File: config.mk
export PLATFORM = sky130hd
export DESIGN_NAME = sfpf_front_end
export DESIGN_NICKNAME = d
export VERILOG_FILES = /design/src/include/sfpf_pkg.sv /design/src/design/sfpf_addr_decode.sv /design/src/design/sfpf_front_end.sv
export VERILOG_INCLUDE_DIRS = /design/src /design/src/include
export SDC_FILE = /design/constraint.sdc
export NUM_CORES = 1
export LEC_CHECK = 0
export ABC_CLOCK_PERIOD_IN_PS = 2200
export BUFFER_PORTS_ARGS = -buffer_cell sky130_fd_sc_hd__buf_4
export CAP_MARGIN = 10
export CORE_MARGIN = 2
export CORE_UTILIZATION = 31
export CTS_BUF_LIST = sky130_fd_sc_hd__clkbuf_8
export DETAILED_ROUTE_END_ITERATION = 10
export HOLD_SLACK_MARGIN = 0.02
export PLACE_DENSITY_LB_ADDON = 0.3
export RECOVER_POWER = 100
export SETUP_SLACK_MARGIN = 0.15
export SYNTH_ARGS = -nofsm -noshare
export SYNTH_HDL_FRONTEND = slang
export SYNTH_SLANG_ARGS = --single-unit
File: constraint.sdc
create_clock -name sys_clk -period 2.2 [get_ports sys_clk]
set_clock_uncertainty 0.05 [all_clocks]
set_input_delay 0 -clock sys_clk [delete_from_list [all_inputs] [get_ports sys_clk]]
set_output_delay 0 -clock sys_clk [all_outputs]
set_load 0.05 [all_outputs]
File: src/include/sfpf_map.svh
// constants of the serial flash pin front end
`ifndef SFPF_MAP_SVH
`define SFPF_MAP_SVH
`define SFPF_ADDR_W 24
`define SFPF_SECT_HI 19
`define SFPF_SECT_LO 12
`define SFPF_BLK32_LO 15
`define SFPF_BLK64_LO 16
`define SFPF_SECT_W 8
`define SFPF_BLK32_W 5
`define SFPF_BLK64_W 4
`define SFPF_CNT_W 6
`endif

File: src/include/sfpf_pkg.sv
// types of the serial flash pin front end
package sfpf_pkg;
   typedef enum logic [2:0] {
      SFPF_SINGLE = 3'h1,
      SFPF_DUAL = 3'h2,
      SFPF_QUAD = 3'h4
   } sfpf_width_e;
   typedef enum logic [2:0] {
      SFPF_IDLE = 3'h1,
      SFPF_SHIFT = 3'h2,
      SFPF_PAUSED = 3'h4
   } sfpf_state_e;
endpackage

File: src/design/sfpf_addr_decode.sv
// sector and block index decode of a byte address
`include "sfpf_map.svh"
`default_nettype none
module sfpf_addr_decode (
   // address in
   input wire logic [`SFPF_ADDR_W-1:0] byteAddr,
   // indices out
   output logic [`SFPF_SECT_W-1:0] sectorIdx,
   output logic [`SFPF_BLK32_W-1:0] block32Idx,
   output logic [`SFPF_BLK64_W-1:0] block64Idx
);
   // blocks are size aligned, so a block is a run of sectors
   assign sectorIdx = byteAddr[`SFPF_SECT_HI:`SFPF_SECT_LO];
   assign block32Idx = byteAddr[`SFPF_SECT_HI:`SFPF_BLK32_LO];
   assign block64Idx = byteAddr[`SFPF_SECT_HI:`SFPF_BLK64_LO];
endmodule // sfpf_addr_decode
`default_nettype wire

File: src/design/sfpf_front_end.sv
// pin front end of a serial flash: clocking, pin reuse, pause, reset
// Contract
// - quad enable turns pin three into data line 2
// - quad enable makes pin four data line 3 only
// - pin four pause or reset by select bit
// - pause freezes the sequence, keeps received bits
// - paused and selected: output off, resume after
// - reset input low: reset mode, output off
// - accept clock parked low or high
// - sample on rising, launch on falling edge
// - dual mode: lines 0 and 1 bidirectional
// - quad mode: four pins are data lines
// - array in 4 Kbyte sectors, 32/64 Kbyte blocks
// - blocks are eight/sixteen aligned sectors
// - deselected: ignore input, outputs off
`include "sfpf_map.svh"
`default_nettype none
module sfpf_front_end #(
   parameter int UNIT_W = 8
) (
   // system
   input wire logic sys_clk,
   input wire logic rstn,
   // link pins
   input wire logic chipSelN,
   input wire logic serialClk,
   input wire logic dataLine0In,
   output logic dataLine0Out,
   output logic dataLine0Oe,
   input wire logic dataLine1In,
   output logic dataLine1Out,
   output logic dataLine1Oe,
   input wire logic dataLine2In,
   output logic dataLine2Out,
   output logic dataLine2Oe,
   input wire logic dataLine3In,
   output logic dataLine3Out,
   output logic dataLine3Oe,
   // configuration
   input wire logic quadEnableBit,
   input wire logic pinFunctionSelect,
   input wire logic quadCommandMode,
   input wire sfpf_pkg::sfpf_width_e busWidth,
   input wire logic driveDir,
   // core side
   input wire logic [UNIT_W-1:0] txUnit,
   output logic txTaken,
   output logic [UNIT_W-1:0] rxUnit,
   output logic rxValid,
   output logic writeProtectN,
   output logic selected,
   output logic paused,
   output logic inReset,
   input wire logic [`SFPF_ADDR_W-1:0] byteAddr,
   output logic [`SFPF_SECT_W-1:0] sectorIdx,
   output logic [`SFPF_BLK32_W-1:0] block32Idx,
   output logic [`SFPF_BLK64_W-1:0] block64Idx
);
   initial begin
      if (UNIT_W != 8) $error("unit width must be 8");
   end

   logic rstMeta_ff, rstSync_ff;
   logic [1:0] csS_ff, clkS_ff, d0S_ff, d1S_ff, d2S_ff, d3S_ff;
   logic clkPrev_ff;
   logic [UNIT_W-1:0] shift_ff, txShift_ff;
   logic [`SFPF_CNT_W-1:0] bitCnt_ff;
   logic [UNIT_W-1:0] rxUnit_ff;
   logic rxValid_ff, txTaken_ff;
   logic [3:0] outBits_ff;
   logic outOn_ff;
   logic pinPaused_ff;
   sfpf_pkg::sfpf_state_e state_ff;

   always_ff @(posedge sys_clk or negedge rstn) begin
      if (!rstn) begin
         rstMeta_ff <= 1'b0;
         rstSync_ff <= 1'b0;
      end else begin
         rstMeta_ff <= 1'b1;
         rstSync_ff <= rstMeta_ff;
      end
   end
   wire logic rstSyncN = rstSync_ff;

   // pins come from the master's domain: two flops each
   always_ff @(posedge sys_clk or negedge rstSyncN) begin
      if (!rstSyncN) begin
         csS_ff <= 2'h3;
         clkS_ff <= 2'h0;
         d0S_ff <= 2'h0;
         d1S_ff <= 2'h0;
         d2S_ff <= 2'h3;
         d3S_ff <= 2'h3;
         clkPrev_ff <= 1'b0;
      end else begin
         csS_ff <= {csS_ff[0], chipSelN};
         clkS_ff <= {clkS_ff[0], serialClk};
         d0S_ff <= {d0S_ff[0], dataLine0In};
         d1S_ff <= {d1S_ff[0], dataLine1In};
         d2S_ff <= {d2S_ff[0], dataLine2In};
         d3S_ff <= {d3S_ff[0], dataLine3In};
         clkPrev_ff <= clkS_ff[1];
      end
   end

   wire logic csN = csS_ff[1];
   wire logic d3Pin = d3S_ff[1];
   // pin four functions only exist without quad enable
   wire logic holdFunc = !quadEnableBit && !pinFunctionSelect;
   wire logic rstFunc = !quadEnableBit && pinFunctionSelect;
   wire logic quadLines = quadEnableBit || quadCommandMode;
   wire logic hwReset = rstFunc && !d3Pin;
   wire logic holdNow = holdFunc && !d3Pin && !csN;
   // edge detect on the second flop only; the clock idle level is free
   wire logic riseEdge = clkS_ff[1] && !clkPrev_ff;
   wire logic fallEdge = !clkS_ff[1] && clkPrev_ff;
   wire logic active = !csN && !hwReset && !holdNow;

   logic [`SFPF_CNT_W-1:0] step;
   always_comb begin
      case (busWidth)
         sfpf_pkg::SFPF_DUAL: step = `SFPF_CNT_W'h2;
         sfpf_pkg::SFPF_QUAD: step = quadLines ? `SFPF_CNT_W'h4
                                              : `SFPF_CNT_W'h1;
         default: step = `SFPF_CNT_W'h1;
      endcase
   end

   // state: a pause freezes without clearing, a deselect or reset clears
   always_ff @(posedge sys_clk or negedge rstSyncN) begin
      if (!rstSyncN) begin
         state_ff <= sfpf_pkg::SFPF_IDLE;
      end else if (csN || hwReset) begin
         state_ff <= sfpf_pkg::SFPF_IDLE;
      end else begin
         case (state_ff)
            sfpf_pkg::SFPF_IDLE:
               state_ff <= holdNow ? sfpf_pkg::SFPF_PAUSED
                                   : sfpf_pkg::SFPF_SHIFT;
            sfpf_pkg::SFPF_SHIFT:
               if (holdNow) state_ff <= sfpf_pkg::SFPF_PAUSED;
            sfpf_pkg::SFPF_PAUSED:
               if (!holdNow) state_ff <= sfpf_pkg::SFPF_SHIFT;
            default: state_ff <= sfpf_pkg::SFPF_IDLE;
         endcase
      end
   end

   // receive on rising edges
   always_ff @(posedge sys_clk or negedge rstSyncN) begin
      if (!rstSyncN) begin
         shift_ff <= '0;
         bitCnt_ff <= '0;
         rxUnit_ff <= '0;
         rxValid_ff <= 1'b0;
      end else begin
         rxValid_ff <= 1'b0;
         if (csN || hwReset) begin
            bitCnt_ff <= '0;
         end else if (active && riseEdge && !driveDir) begin
            case (step)
               `SFPF_CNT_W'h2:
                  shift_ff <= {shift_ff[UNIT_W-3:0], d1S_ff[1],
                     d0S_ff[1]};
               `SFPF_CNT_W'h4:
                  shift_ff <= {shift_ff[UNIT_W-5:0], d3Pin, d2S_ff[1],
                     d1S_ff[1], d0S_ff[1]};
               default:
                  shift_ff <= {shift_ff[UNIT_W-2:0], d0S_ff[1]};
            endcase
            if (bitCnt_ff + step >= `SFPF_CNT_W'(UNIT_W)) begin
               bitCnt_ff <= '0;
               rxValid_ff <= 1'b1;
               case (step)
                  `SFPF_CNT_W'h2: rxUnit_ff <= {shift_ff[UNIT_W-3:0],
                     d1S_ff[1], d0S_ff[1]};
                  `SFPF_CNT_W'h4: rxUnit_ff <= {shift_ff[UNIT_W-5:0],
                     d3Pin, d2S_ff[1], d1S_ff[1], d0S_ff[1]};
                  default: rxUnit_ff <= {shift_ff[UNIT_W-2:0],
                     d0S_ff[1]};
               endcase
            end else begin
               bitCnt_ff <= bitCnt_ff + step;
            end
         end
      end
   end

   // transmit launched on falling edges, unit taken on first edge
   logic [`SFPF_CNT_W-1:0] txCnt_ff;
   always_ff @(posedge sys_clk or negedge rstSyncN) begin
      if (!rstSyncN) begin
         txShift_ff <= '0;
         txCnt_ff <= '0;
         outBits_ff <= 4'h0;
         txTaken_ff <= 1'b0;
      end else begin
         txTaken_ff <= 1'b0;
         if (csN || hwReset) begin
            txCnt_ff <= '0;
         end else if (active && fallEdge && driveDir) begin
            logic [UNIT_W-1:0] src;
            src = (txCnt_ff == '0) ? txUnit : txShift_ff;
            txTaken_ff <= (txCnt_ff == '0);
            case (step)
               `SFPF_CNT_W'h2: outBits_ff <= {2'h0, src[UNIT_W-1 -: 2]};
               `SFPF_CNT_W'h4: outBits_ff <= src[UNIT_W-1 -: 4];
               default: outBits_ff <= {2'h0, src[UNIT_W-1], 1'b0};
            endcase
            txShift_ff <= src << step;
            txCnt_ff <= (txCnt_ff + step >= `SFPF_CNT_W'(UNIT_W)) ? '0
                        : txCnt_ff + step;
         end
      end
   end

   always_ff @(posedge sys_clk or negedge rstSyncN) begin
      if (!rstSyncN) begin
         outOn_ff <= 1'b0;
         pinPaused_ff <= 1'b0;
      end else begin
         // off while deselected, paused or in reset
         outOn_ff <= active && driveDir;
         pinPaused_ff <= holdNow;
      end
   end

   // the flop lags a deselect by a cycle, so gate it with the live level
   wire logic outOn = outOn_ff && active;
   wire logic quadOut = outOn && step == `SFPF_CNT_W'h4;
   wire logic wideOut = outOn && step != `SFPF_CNT_W'h1;
   assign dataLine0Out = outBits_ff[0];
   assign dataLine0Oe = wideOut;
   assign dataLine1Out = outBits_ff[1];
   assign dataLine1Oe = outOn;
   assign dataLine2Out = outBits_ff[2];
   assign dataLine2Oe = quadOut;
   assign dataLine3Out = outBits_ff[3];
   assign dataLine3Oe = quadOut;
   // protect input ignored while the quad enable bit is set
   assign writeProtectN = quadEnableBit ? 1'b1 : d2S_ff[1];
   assign rxUnit = rxUnit_ff;
   assign rxValid = rxValid_ff;
   assign txTaken = txTaken_ff;
   assign selected = !csN;
   assign paused = pinPaused_ff;
   assign inReset = hwReset;

   sfpf_addr_decode u_decode (
      .byteAddr(byteAddr),
      .sectorIdx(sectorIdx),
      .block32Idx(block32Idx),
      .block64Idx(block64Idx)
   );
endmodule // sfpf_front_end
`default_nettype wire

==> results.py, run 1 <==
metrics = {
    "die": {
        "design.core.area_um2": 8680,
        "ios": 86,
        "initial_core_util_pct": 31.7,
        "die_w_um": 98.3,
        "die-area_um2": 9660,
        "die_y_um": 98.3,
        "placementRows": 34,
    },
    "place": {
        "placed_area_um2": 3180,
        "hpwlAfterDp_um": 4110,
        "pre_cts_ws_ns": -0.0197,
        "port_buffers": 44,
        "gp_congestion": 0.810,
        "place_inst": 380,
    },
    "route": {
        "met2_length_um": 2820,
        "num_vias": 1994,
        "drc_errors": 0,
        "wl_per_cell_um": 14.0,
        "totalWireLength_um": 5920,
        "wl_met1_um": 2690,
        "highest_layer": "met4",
        "wl_met3_um": 350,
        "drt_iter0_markers": 109,
        "ant_nets": 0,
        "vias_per_cell": 4.71,
        "first_pass_iters": 4,
    },
    "cts": {
        "numCtsBuffers": 9,
        "htree_levels": 3,
        "cts-root-buf": "clkbuf_8",
        "clock_latency_ns": 0.33,
        "path_clk_slew_ns": 0.07,
        "clock_path_buffers": 2,
        "cts_num_sinks": 58,
        "tritoncts": "yes",
    },
    "timing": {
        "setup_viol": 0,
        "rsz0062_at_grt": "true",
        "final.min_clock_period_ns": 2.08,
        "final.setup.worst_slack_ns": 0.116,
        "final.period_utilization_pct": 94.7,
        "slew_headroom_pct": -15.3,
        "tightest_slew_ns": 1.74,
        "fmax_ghz": 0.480,
        "tns_ns": 0,
        "drv_slew": 4,
        "finalHoldViolations": 0,
    },
    "finish": {
        "area_growth_pct": 28.8,
        "num_antenna_cells": 0,
        "final_common_cell": "dfrtp_1",
        "fin_util_pct": 40.9,
        "fill_cells": 883,
        "seq_area_um2": 1460,
        "final_cell_mix": "51 x dfrtp_1, 28 x nand2_1, 27 x clkbuf_1, 27 x buf_4, 18 x dlygate4sd3_1",
        "final_cell_area_um2": 3550,
        "drive_gt1_share_pct": 26.7,
        "fin_cells": 423,
        "nets": 365,
        "multi_input_area_um2": 1090,
    },
    "global_route": {
        "grt_pass1_wl_um": 10000,
        "grt_use_total_pct": 12.9,
        "grt_pass1_vias": 2123,
        "antenna_found_initial": 0,
        "grt_max_degree": 33,
        "grt-ovfl-total": 0,
    },
    "synthesis": {
        "ys_types": 50,
        "synthArstFlopShare_pct": 100,
        "synth-edff-count": 0,
        "netlist_area_um2": 2760,
        "ys_seq_area_share_pct": 53.0,
        "synth_seq_cells": 58,
        "synth_ff_type": "dfrtp_1",
        "synth_nets": 293,
        "avgSynthCellArea_um2": 11.6,
        "ys_warn_count": 0,
        "synthCells": 238,
    },
    "worst_setup_path": {
        "path_class": "reg -> reg",
        "crit_start": "bitCnt_ff[0]",
        "cp_cell_sequence": "ha_4 -> fa_2 -> a21oi_2 -> mux2i_1 -> a31oi_1 -> nand2b_1 -> buf_6 -> mux2_4",
        "cp-start-kind": "flop",
        "cp_max_fo": 2,
        "r2r_start": "bitCnt_ff[0]",
        "crit_path_end_kind": "flop",
        "slowest_stage": "dfrtp_1",
        "cpPeakStageDelay_ns": 0.40,
        "critPathRequiredTime_ns": 2.37,
        "worstPathArrival_ns": 2.26,
    },
    "worst_hold_path": {
        "hold_path_class": "in -> reg",
        "hold_start": "txUnit[2]",
    },
    "power": {
        "p_leak_nw": 1.73,
        "vdd_drop_max_mv": 0.454,
        "power_density_nw_per_um2": 793,
    },
    "run_status": {
        "outcome": "finished with violations",
        "violations": "capacitance limit, slew limit",
    },
    "job": {
        "max_cap_violations": 4,
    },
}
## state kept, by name, summed over array words and instances, names as in the netlist, 2 cells and up
signal / cells
txCnt_ff: 6
csS_ff: 2
d0S_ff: 2
outBits_ff: 4
clkS_ff: 2
d3S_ff: 2
txShift_ff: 8
bitCnt_ff: 6
shift_ff: 7
rxUnit: 8
d1S_ff: 2
d2S_ff: 2
## repair_timing
action	in CTS	in global routing
hold buffers	22	0
resized for setup	1	5
cloned	0	0
setup buffers	3	2
setup endpoints to repair	8	10
endpoints found under the hold margin	30	0
pin swaps	3	3
## metal layers
metal | global-route usage (%) | vias to the layer above
met5 | 0 | -
met4 | 3.79 | 0
met3 | 4.37 | 8
met2 | 21.5 | 70
met1 | 16.0 | 958
li1 | - | 958
## report_power, final
group          internal (mW)  switching (mW)  leakage (nW)
clock network          0.752           0.437         0.123
registers               1.15          0.0683         0.712
logic                  0.154           0.249         0.896
total                   2.06           0.754          1.73
## path summary, 6_finish.rpt
check,to,slack [ns],cells after the start
max,rxUnit[0],0.12,8
min,txShift_ff[3],0.06,4
max reg2reg,rxUnit[0],0.12,8
min reg2reg,d1S_ff[1],0.30,0
max in group asynchronous,txShift_ff[1],0.62,1
min in group asynchronous,d1S_ff[1],0.47,0
## cells in the mapped netlist (4+ instances only)
| cell type | n | area, um2 |
|---|---|---|
| a21o_1 | 4 | 30.0 |
| a21oi_1 | 4 | 20.0 |
| a222oi_1 | 6 | 60.1 |
| a22o_1 | 4 | 35.0 |
| and2_1 | 7 | 43.8 |
| buf_4 | 18 | 135 |
| dfrtp_1 | 52 | 1300 |
| dfstp_2 | 6 | 158 |
| ha_1 | 6 | 75.1 |
| inv_1 | 10 | 37.5 |
| mux2_4 | 6 | 90.1 |
| mux2i_1 | 14 | 140 |
| nand2_1 | 28 | 105 |
| nor2_1 | 9 | 33.8 |
| o21ai_0 | 12 | 60.1 |
| o21ai_1 | 5 | 25.0 |
## stage by stage
| step | total power, mW | hold slack [ns] |
|---|---|---|
| 2_1_floorplan | 1.53 | -0.346 |
| 3_3_place_gp | 1.57 | -0.267 |
| 3_5_place_dp | 1.58 | -0.264 |
| 4_1_cts | 2.88 | 0.0461 |
| 5_1_grt | 2.95 | 0.0890 |
| 6_report | 2.81 | 0.0630 |
## layout make-up
class	count	share of cell area, %
Timing Repair Buffer	85	16.1
Multi-Input combinational cell	144	30.7
Inverter	12	1.34
Clock inverter	7	3.31
Tap cell	108	3.81
Sequential cell	58	41.1
Clock buffer	9	3.49
## worst max-delay path: cells and delay by family (launching register included)
kind            cells  cell delay [ns]
compound gates      2             0.36
fa+ha+maj           2             0.53
buf+inv             1             0.14
flops               1             0.40
mux                 2             0.36
simple gates        1             0.12
## cell families after synthesis
family | Yosys count | synth area share (%)
DFF | 58 | 53.0
AOI/OAI and AO/OA | 48 | 12.6
other | 1 | 0.136
and+or+nand+nor | 63 | 12.1
xor gates and xnor gates | 2 | 0.636
buffers and inverters | 36 | 8.22
adders and majority gates | 8 | 4.18
muxes | 22 | 9.17
No activity file was read; power rests on OpenSTA's default activity.
==> run 2: changes to the inputs <==
RECOVER_POWER = unset   (was 100)
==> results.py, run 2 (synthesis gave the netlist of run 1 again) <==
metrics = {
    "route": {
        "drc_errors": 0,
        "ant_nets": 0,
        "wl_per_cell_um": 13.9,
        "num_vias": 1991,
        "totalWireLength_um": 5890,
        "first_pass_iters": 4,
        "vias_per_cell": 4.71,
        "drt_iter0_markers": 111,
    },
    "place": {
        "port_buffers": 44,
        "pre_cts_ws_ns": -0.0197,
        "hpwlAfterDp_um": 4110,
        "place_inst": 380,
        "gp_congestion": 0.810,
    },
    "die": {
        "initial_core_util_pct": 31.7,
        "design.core.area_um2": 8680,
        "ios": 86,
        "die-area_um2": 9660,
        "die_y_um": 98.3,
        "die_w_um": 98.3,
        "placementRows": 34,
    },
    "timing": {
        "tns_ns": 0,
        "holdWs_ns": 0.0543,
        "drv_slew": 0,
        "final.setup.worst_slack_ns": 0.115,
        "rsz0062_at_grt": "true",
        "slew_headroom_pct": 35.0,
        "setup_viol": 0,
        "final.min_clock_period_ns": 2.09,
        "final.period_utilization_pct": 94.8,
        "tightest_slew_ns": 0.972,
        "finalHoldViolations": 0,
        "fmax_ghz": 0.480,
    },
    "finish": {
        "seq_area_um2": 1460,
        "fill_cells": 850,
        "final_cell_mix": "62 x buf_4, 50 x dfrtp_1, 28 x nand2_1",
        "nets": 365,
        "fin_cells": 423,
        "multi_input_area_um2": 1110,
        "num_antenna_cells": 0,
        "final_common_cell": "buf_4",
        "drive_gt1_share_pct": 37.5,
        "area_growth_pct": 35.5,
    },
    "worst_setup_path": {
        "cp-start-kind": "flop",
        "critPathRequiredTime_ns": 2.37,
        "crit_path_end_kind": "flop",
        "cp_cell_sequence": "ha_4 -> fa_2 -> a21oi_2 -> mux2i_1 -> a31oi_1 -> nand2b_1 -> buf_6 -> mux2_4",
        "path_class": "reg -> reg",
        "cpPeakStageDelay_ns": 0.40,
        "worstPathArrival_ns": 2.26,
        "slowest_stage": "dfrtp_1",
        "ff2ff_path_depth": 8,
        "cp_max_fo": 2,
    },
    "worst_hold_path": {
        "holdPathStages": 4,
        "hold_path_class": "in -> reg",
    },
    "power": {
        "p_leak_nw": 1.86,
        "total_power_mw": 2.85,
        "power_density_nw_per_um2": 762,
        "vdd_drop_max_mv": 0.453,
    },
    "cts": {
        "cts-root-buf": "clkbuf_8",
        "clock_path_buffers": 2,
        "clock_latency_ns": 0.33,
        "htree_levels": 3,
        "tritoncts": "yes",
        "cts_num_sinks": 58,
        "numCtsBuffers": 9,
        "path_clk_slew_ns": 0.07,
    },
    "run_status": {
        "outcome": "finished clean",
    },
    "global_route": {
        "grt_max_degree": 33,
        "grt_pass1_vias": 2123,
        "antenna_found_initial": 0,
        "grt_pass1_wl_um": 10000,
        "grt_use_total_pct": 12.9,
        "grt-ovfl-total": 0,
    },
    "job": {
        "max_cap_violations": 0,
    },
}
run 2: cell types whose count changed in the layout (fill, tap and decap cells not counted), sizes merged:
cell    previous run  this run
clkbuf            48         9
buf               28        67
run 2: cell type report:
| cell class | instances | area share (%) |
|---|---|---|
| sequential | 58 | 39.1 |
| multi-input combinational | 144 | 29.8 |
| timing repair buffer | 85 | 19.7 |
| tap | 108 | 3.62 |
| clock buffer | 9 | 3.32 |
| clock inverter | 7 | 3.15 |
| inverter | 12 | 1.27 |
run 2: timing repair:
action | in CTS | in global routing
endpoints found under the hold margin | 30 | 0
pin swaps | 3 | 3
setup buffers | 3 | 2
endpoints found under the setup margin | 8 | 10
gates resized for setup | 1 | 5
hold buffers | 22 | 0
run 2: routing by layer:
| layer | global-route usage (%) | share of wire, % | up-vias |
|---|---|---|---|
| li1 | - | - | 958 |
| met1 | 16.0 | 45 | 955 |
| met2 | 21.5 | 48 | 72 |
| met3 | 4.37 | 6.2 | 6 |
| met4 | 3.79 | 0.99 | 0 |
| met5 | 0 | 0 | - |
run 2: path summary, 6_finish.rpt:
kind / start / to / slack, ns
setup / recovery: bitCnt_ff[0] / rxUnit[0] / 0.11
hold / removal: txUnit[4] / outBits_ff[0] / 0.05
setup reg to reg: bitCnt_ff[0] / rxUnit[0] / 0.11
hold reg to reg: rstSyncN / d1S_ff[1] / 0.26
max in group asynchronous: rstSyncN / csS_ff[0] / 1.15
min in group asynchronous: rstSyncN / d1S_ff[1] / 0.26
run 2: critical path: cells and delay by family, from the launching register on:
family,cells,cell delay [ns]
simple gates,1,0.12
fa+ha+maj,2,0.53
mux,2,0.36
compound gates,2,0.36
buf+inv,1,0.14
flops,1,0.40
run 2: where the power goes:
| part | leakage [nW] | switching (mW) | total [mW] | internal [mW] |
|---|---|---|---|---|
| Clock | 0.123 | 0.435 | 1.19 | 0.752 |
| Sequential | 0.712 | 0.0683 | 1.22 | 1.15 |
| Combinational | 1.03 | 0.250 | 0.436 | 0.186 |
| Total | 1.86 | 0.753 | 2.85 | 2.09 |
run 2: per-stage QoR:
step,instance area (um2),utilization [%]
global route,3730,43.0
floorplan,2790,-
CTS,3700,42.7
global placement,3180,36.6
detailed placement,3180,36.6
finish,3730,43.0
==> run 3: changes to the inputs <==
PLACE_DENSITY = 0.55   (was unset)
PLACE_DENSITY_LB_ADDON = unset   (was 0.3)
==> results.py, run 3 (synthesis gave the netlist of run 1 again) <==
metrics = {
    "worst_setup_path": {
        "path_class": "reg -> reg",
        "reg2reg_to": "rxUnit[0]",
        "cp_max_fo": 2,
        "cp-start-kind": "flop",
        "crit_start": "bitCnt_ff[0]",
        "slowest_stage": "dfrtp_1",
        "ff2ff_path_depth": 8,
        "r2r_slack_ns": 0.06,
        "crit_buf_inv": 1,
        "crit_path_end_kind": "flop",
        "r2r_start": "bitCnt_ff[0]",
        "cp_cell_sequence": "ha_4 -> fa_2 -> a21oi_2 -> mux2i_1 -> a31oi_1 -> nand2b_1 -> buf_4 -> mux2_4",
        "cp-endpoint": "rxUnit[0]",
        "critPathRequiredTime_ns": 2.38,
        "crit_cells": 8,
        "critical-path-top-delay-family": "adder cells",
        "worstPathArrival_ns": 2.32,
        "cpPeakStageDelay_ns": 0.41,
    },
    "timing": {
        "drv_slew": 0,
        "final.period_utilization_pct": 97.3,
        "finalHoldViolations": 0,
        "tns_ns": 0,
        "final.min_clock_period_ns": 2.14,
        "rsz0062_at_grt": "true",
        "tightest_slew_ns": 0.969,
        "slew_headroom_pct": 35.2,
        "fmax_ghz": 0.467,
        "setup_viol": 0,
        "final.setup.worst_slack_ns": 0.0598,
    },
    "finish": {
        "final_common_cell": "buf_4",
        "multi_input_area_um2": 1130,
        "fin_cells": 421,
        "area_growth_pct": 35.4,
        "fill_cells": 860,
        "num_antenna_cells": 0,
        "nets": 363,
        "final_cell_mix": "59 x buf_4, 51 x dfrtp_1, 28 x nand2_1",
        "drive_gt1_share_pct": 37.4,
        "seq_area_um2": 1460,
    },
    "cts": {
        "htree_levels": 3,
        "tritoncts": "yes",
        "cts-root-buf": "clkbuf_8",
        "clock_latency_ns": 0.34,
        "path_clk_slew_ns": 0.07,
        "cts_num_sinks": 58,
        "numCtsBuffers": 9,
        "clock_path_buffers": 2,
    },
    "place": {
        "gp_congestion": 0.731,
        "hpwlAfterDp_um": 4030,
        "port_buffers": 44,
        "pre_cts_ws_ns": -0.0394,
        "place_inst": 379,
    },
    "global_route": {
        "grt_pass1_wl_um": 9870,
        "grt_max_degree": 29,
        "grt_pass1_vias": 2033,
        "grt-ovfl-total": 0,
        "grt_use_total_pct": 12.9,
        "antenna_found_initial": 0,
    },
    "job": {
        "max_cap_violations": 0,
    },
    "die": {
        "ios": 86,
        "die-area_um2": 9660,
        "design.core.area_um2": 8680,
        "initial_core_util_pct": 31.7,
        "die_w_um": 98.3,
        "die_y_um": 98.3,
        "placementRows": 34,
    },
    "route": {
        "first_pass_iters": 6,
        "drc_errors": 0,
        "ant_nets": 0,
        "vias_per_cell": 4.69,
        "totalWireLength_um": 5940,
        "drt_iter0_markers": 93,
        "wl_per_cell_um": 14.1,
        "num_vias": 1975,
    },
    "worst_hold_path": {
        "hold_path_class": "reg -> async",
    },
    "run_status": {
        "outcome": "finished clean",
    },
    "power": {
        "total_power_mw": 2.76,
        "vdd_drop_max_mv": 0.516,
        "power_density_nw_per_um2": 738,
        "p_leak_nw": 1.86,
    },
}
-- run 3: worst min path at each step --
| stage | depth (start not counted) | startpoint | slack (ns) | to |
|---|---|---|---|---|
| floorplan | 0 | rstn | -0.35 | rstMeta_ff |
| global placement | 1 | rstn | -0.27 | rstMeta_ff |
| detailed placement | 1 | rstn | -0.26 | rstMeta_ff |
| CTS | 4 | txUnit[4] | 0.04 | outBits_ff[0] |
| global route | 0 | rstSyncN | 0.06 | clkS_ff[1] |
| finish | 0 | rstSyncN | 0.04 | clkS_ff[0] |
-- run 3: final cells by class --
| class | count | share of cell area (%) |
|---|---|---|
| Sequential cell | 58 | 39.1 |
| Multi-Input combinational cell | 144 | 30.4 |
| Timing Repair Buffer | 83 | 19.7 |
| Clock buffer | 10 | 3.69 |
| Tap cell | 108 | 3.62 |
| Clock inverter | 6 | 2.18 |
| Inverter | 12 | 1.27 |
-- run 3: layer usage --
layer / part of all wire (%) / track usage, % / vias to the layer above
li1: - / - / 951
met1: 46 / 17.2 / 946
met2: 45 / 19.3 / 65
met3: 6.8 / 4.65 / 13
met4: 2.0 / 4.85 / 0
met5: 0 / 0 / -
-- run 3: where the power goes --
group          leakage (nW)  total (mW)  switching, mW  internal, mW
Sequential            0.714        1.21         0.0595          1.15
Combinational          1.03       0.448          0.259         0.189
Clock                 0.113        1.09          0.432         0.660
-- run 3: metrics by stage --
step	hold slack, ns	instance area (um2)	util (%)
floorplan	-0.346	2790	-
global placement	-0.265	3180	36.6
detailed placement	-0.265	3180	36.6
CTS	0.0383	3680	42.4
global route	0.0607	3730	43.0
finish	0.0449	3730	43.0
-- run 3: timing repair --
| item | CTS | global route |
|---|---|---|
| endpoints found under the setup margin | 9 | 16 |
| pin swaps | 3 | 3 |
| hold buffers | 22 | 0 |
| hold endpoints to repair | 30 | 0 |
| resized for setup | 1 | 9 |
| setup buffers | 2 | 2 |
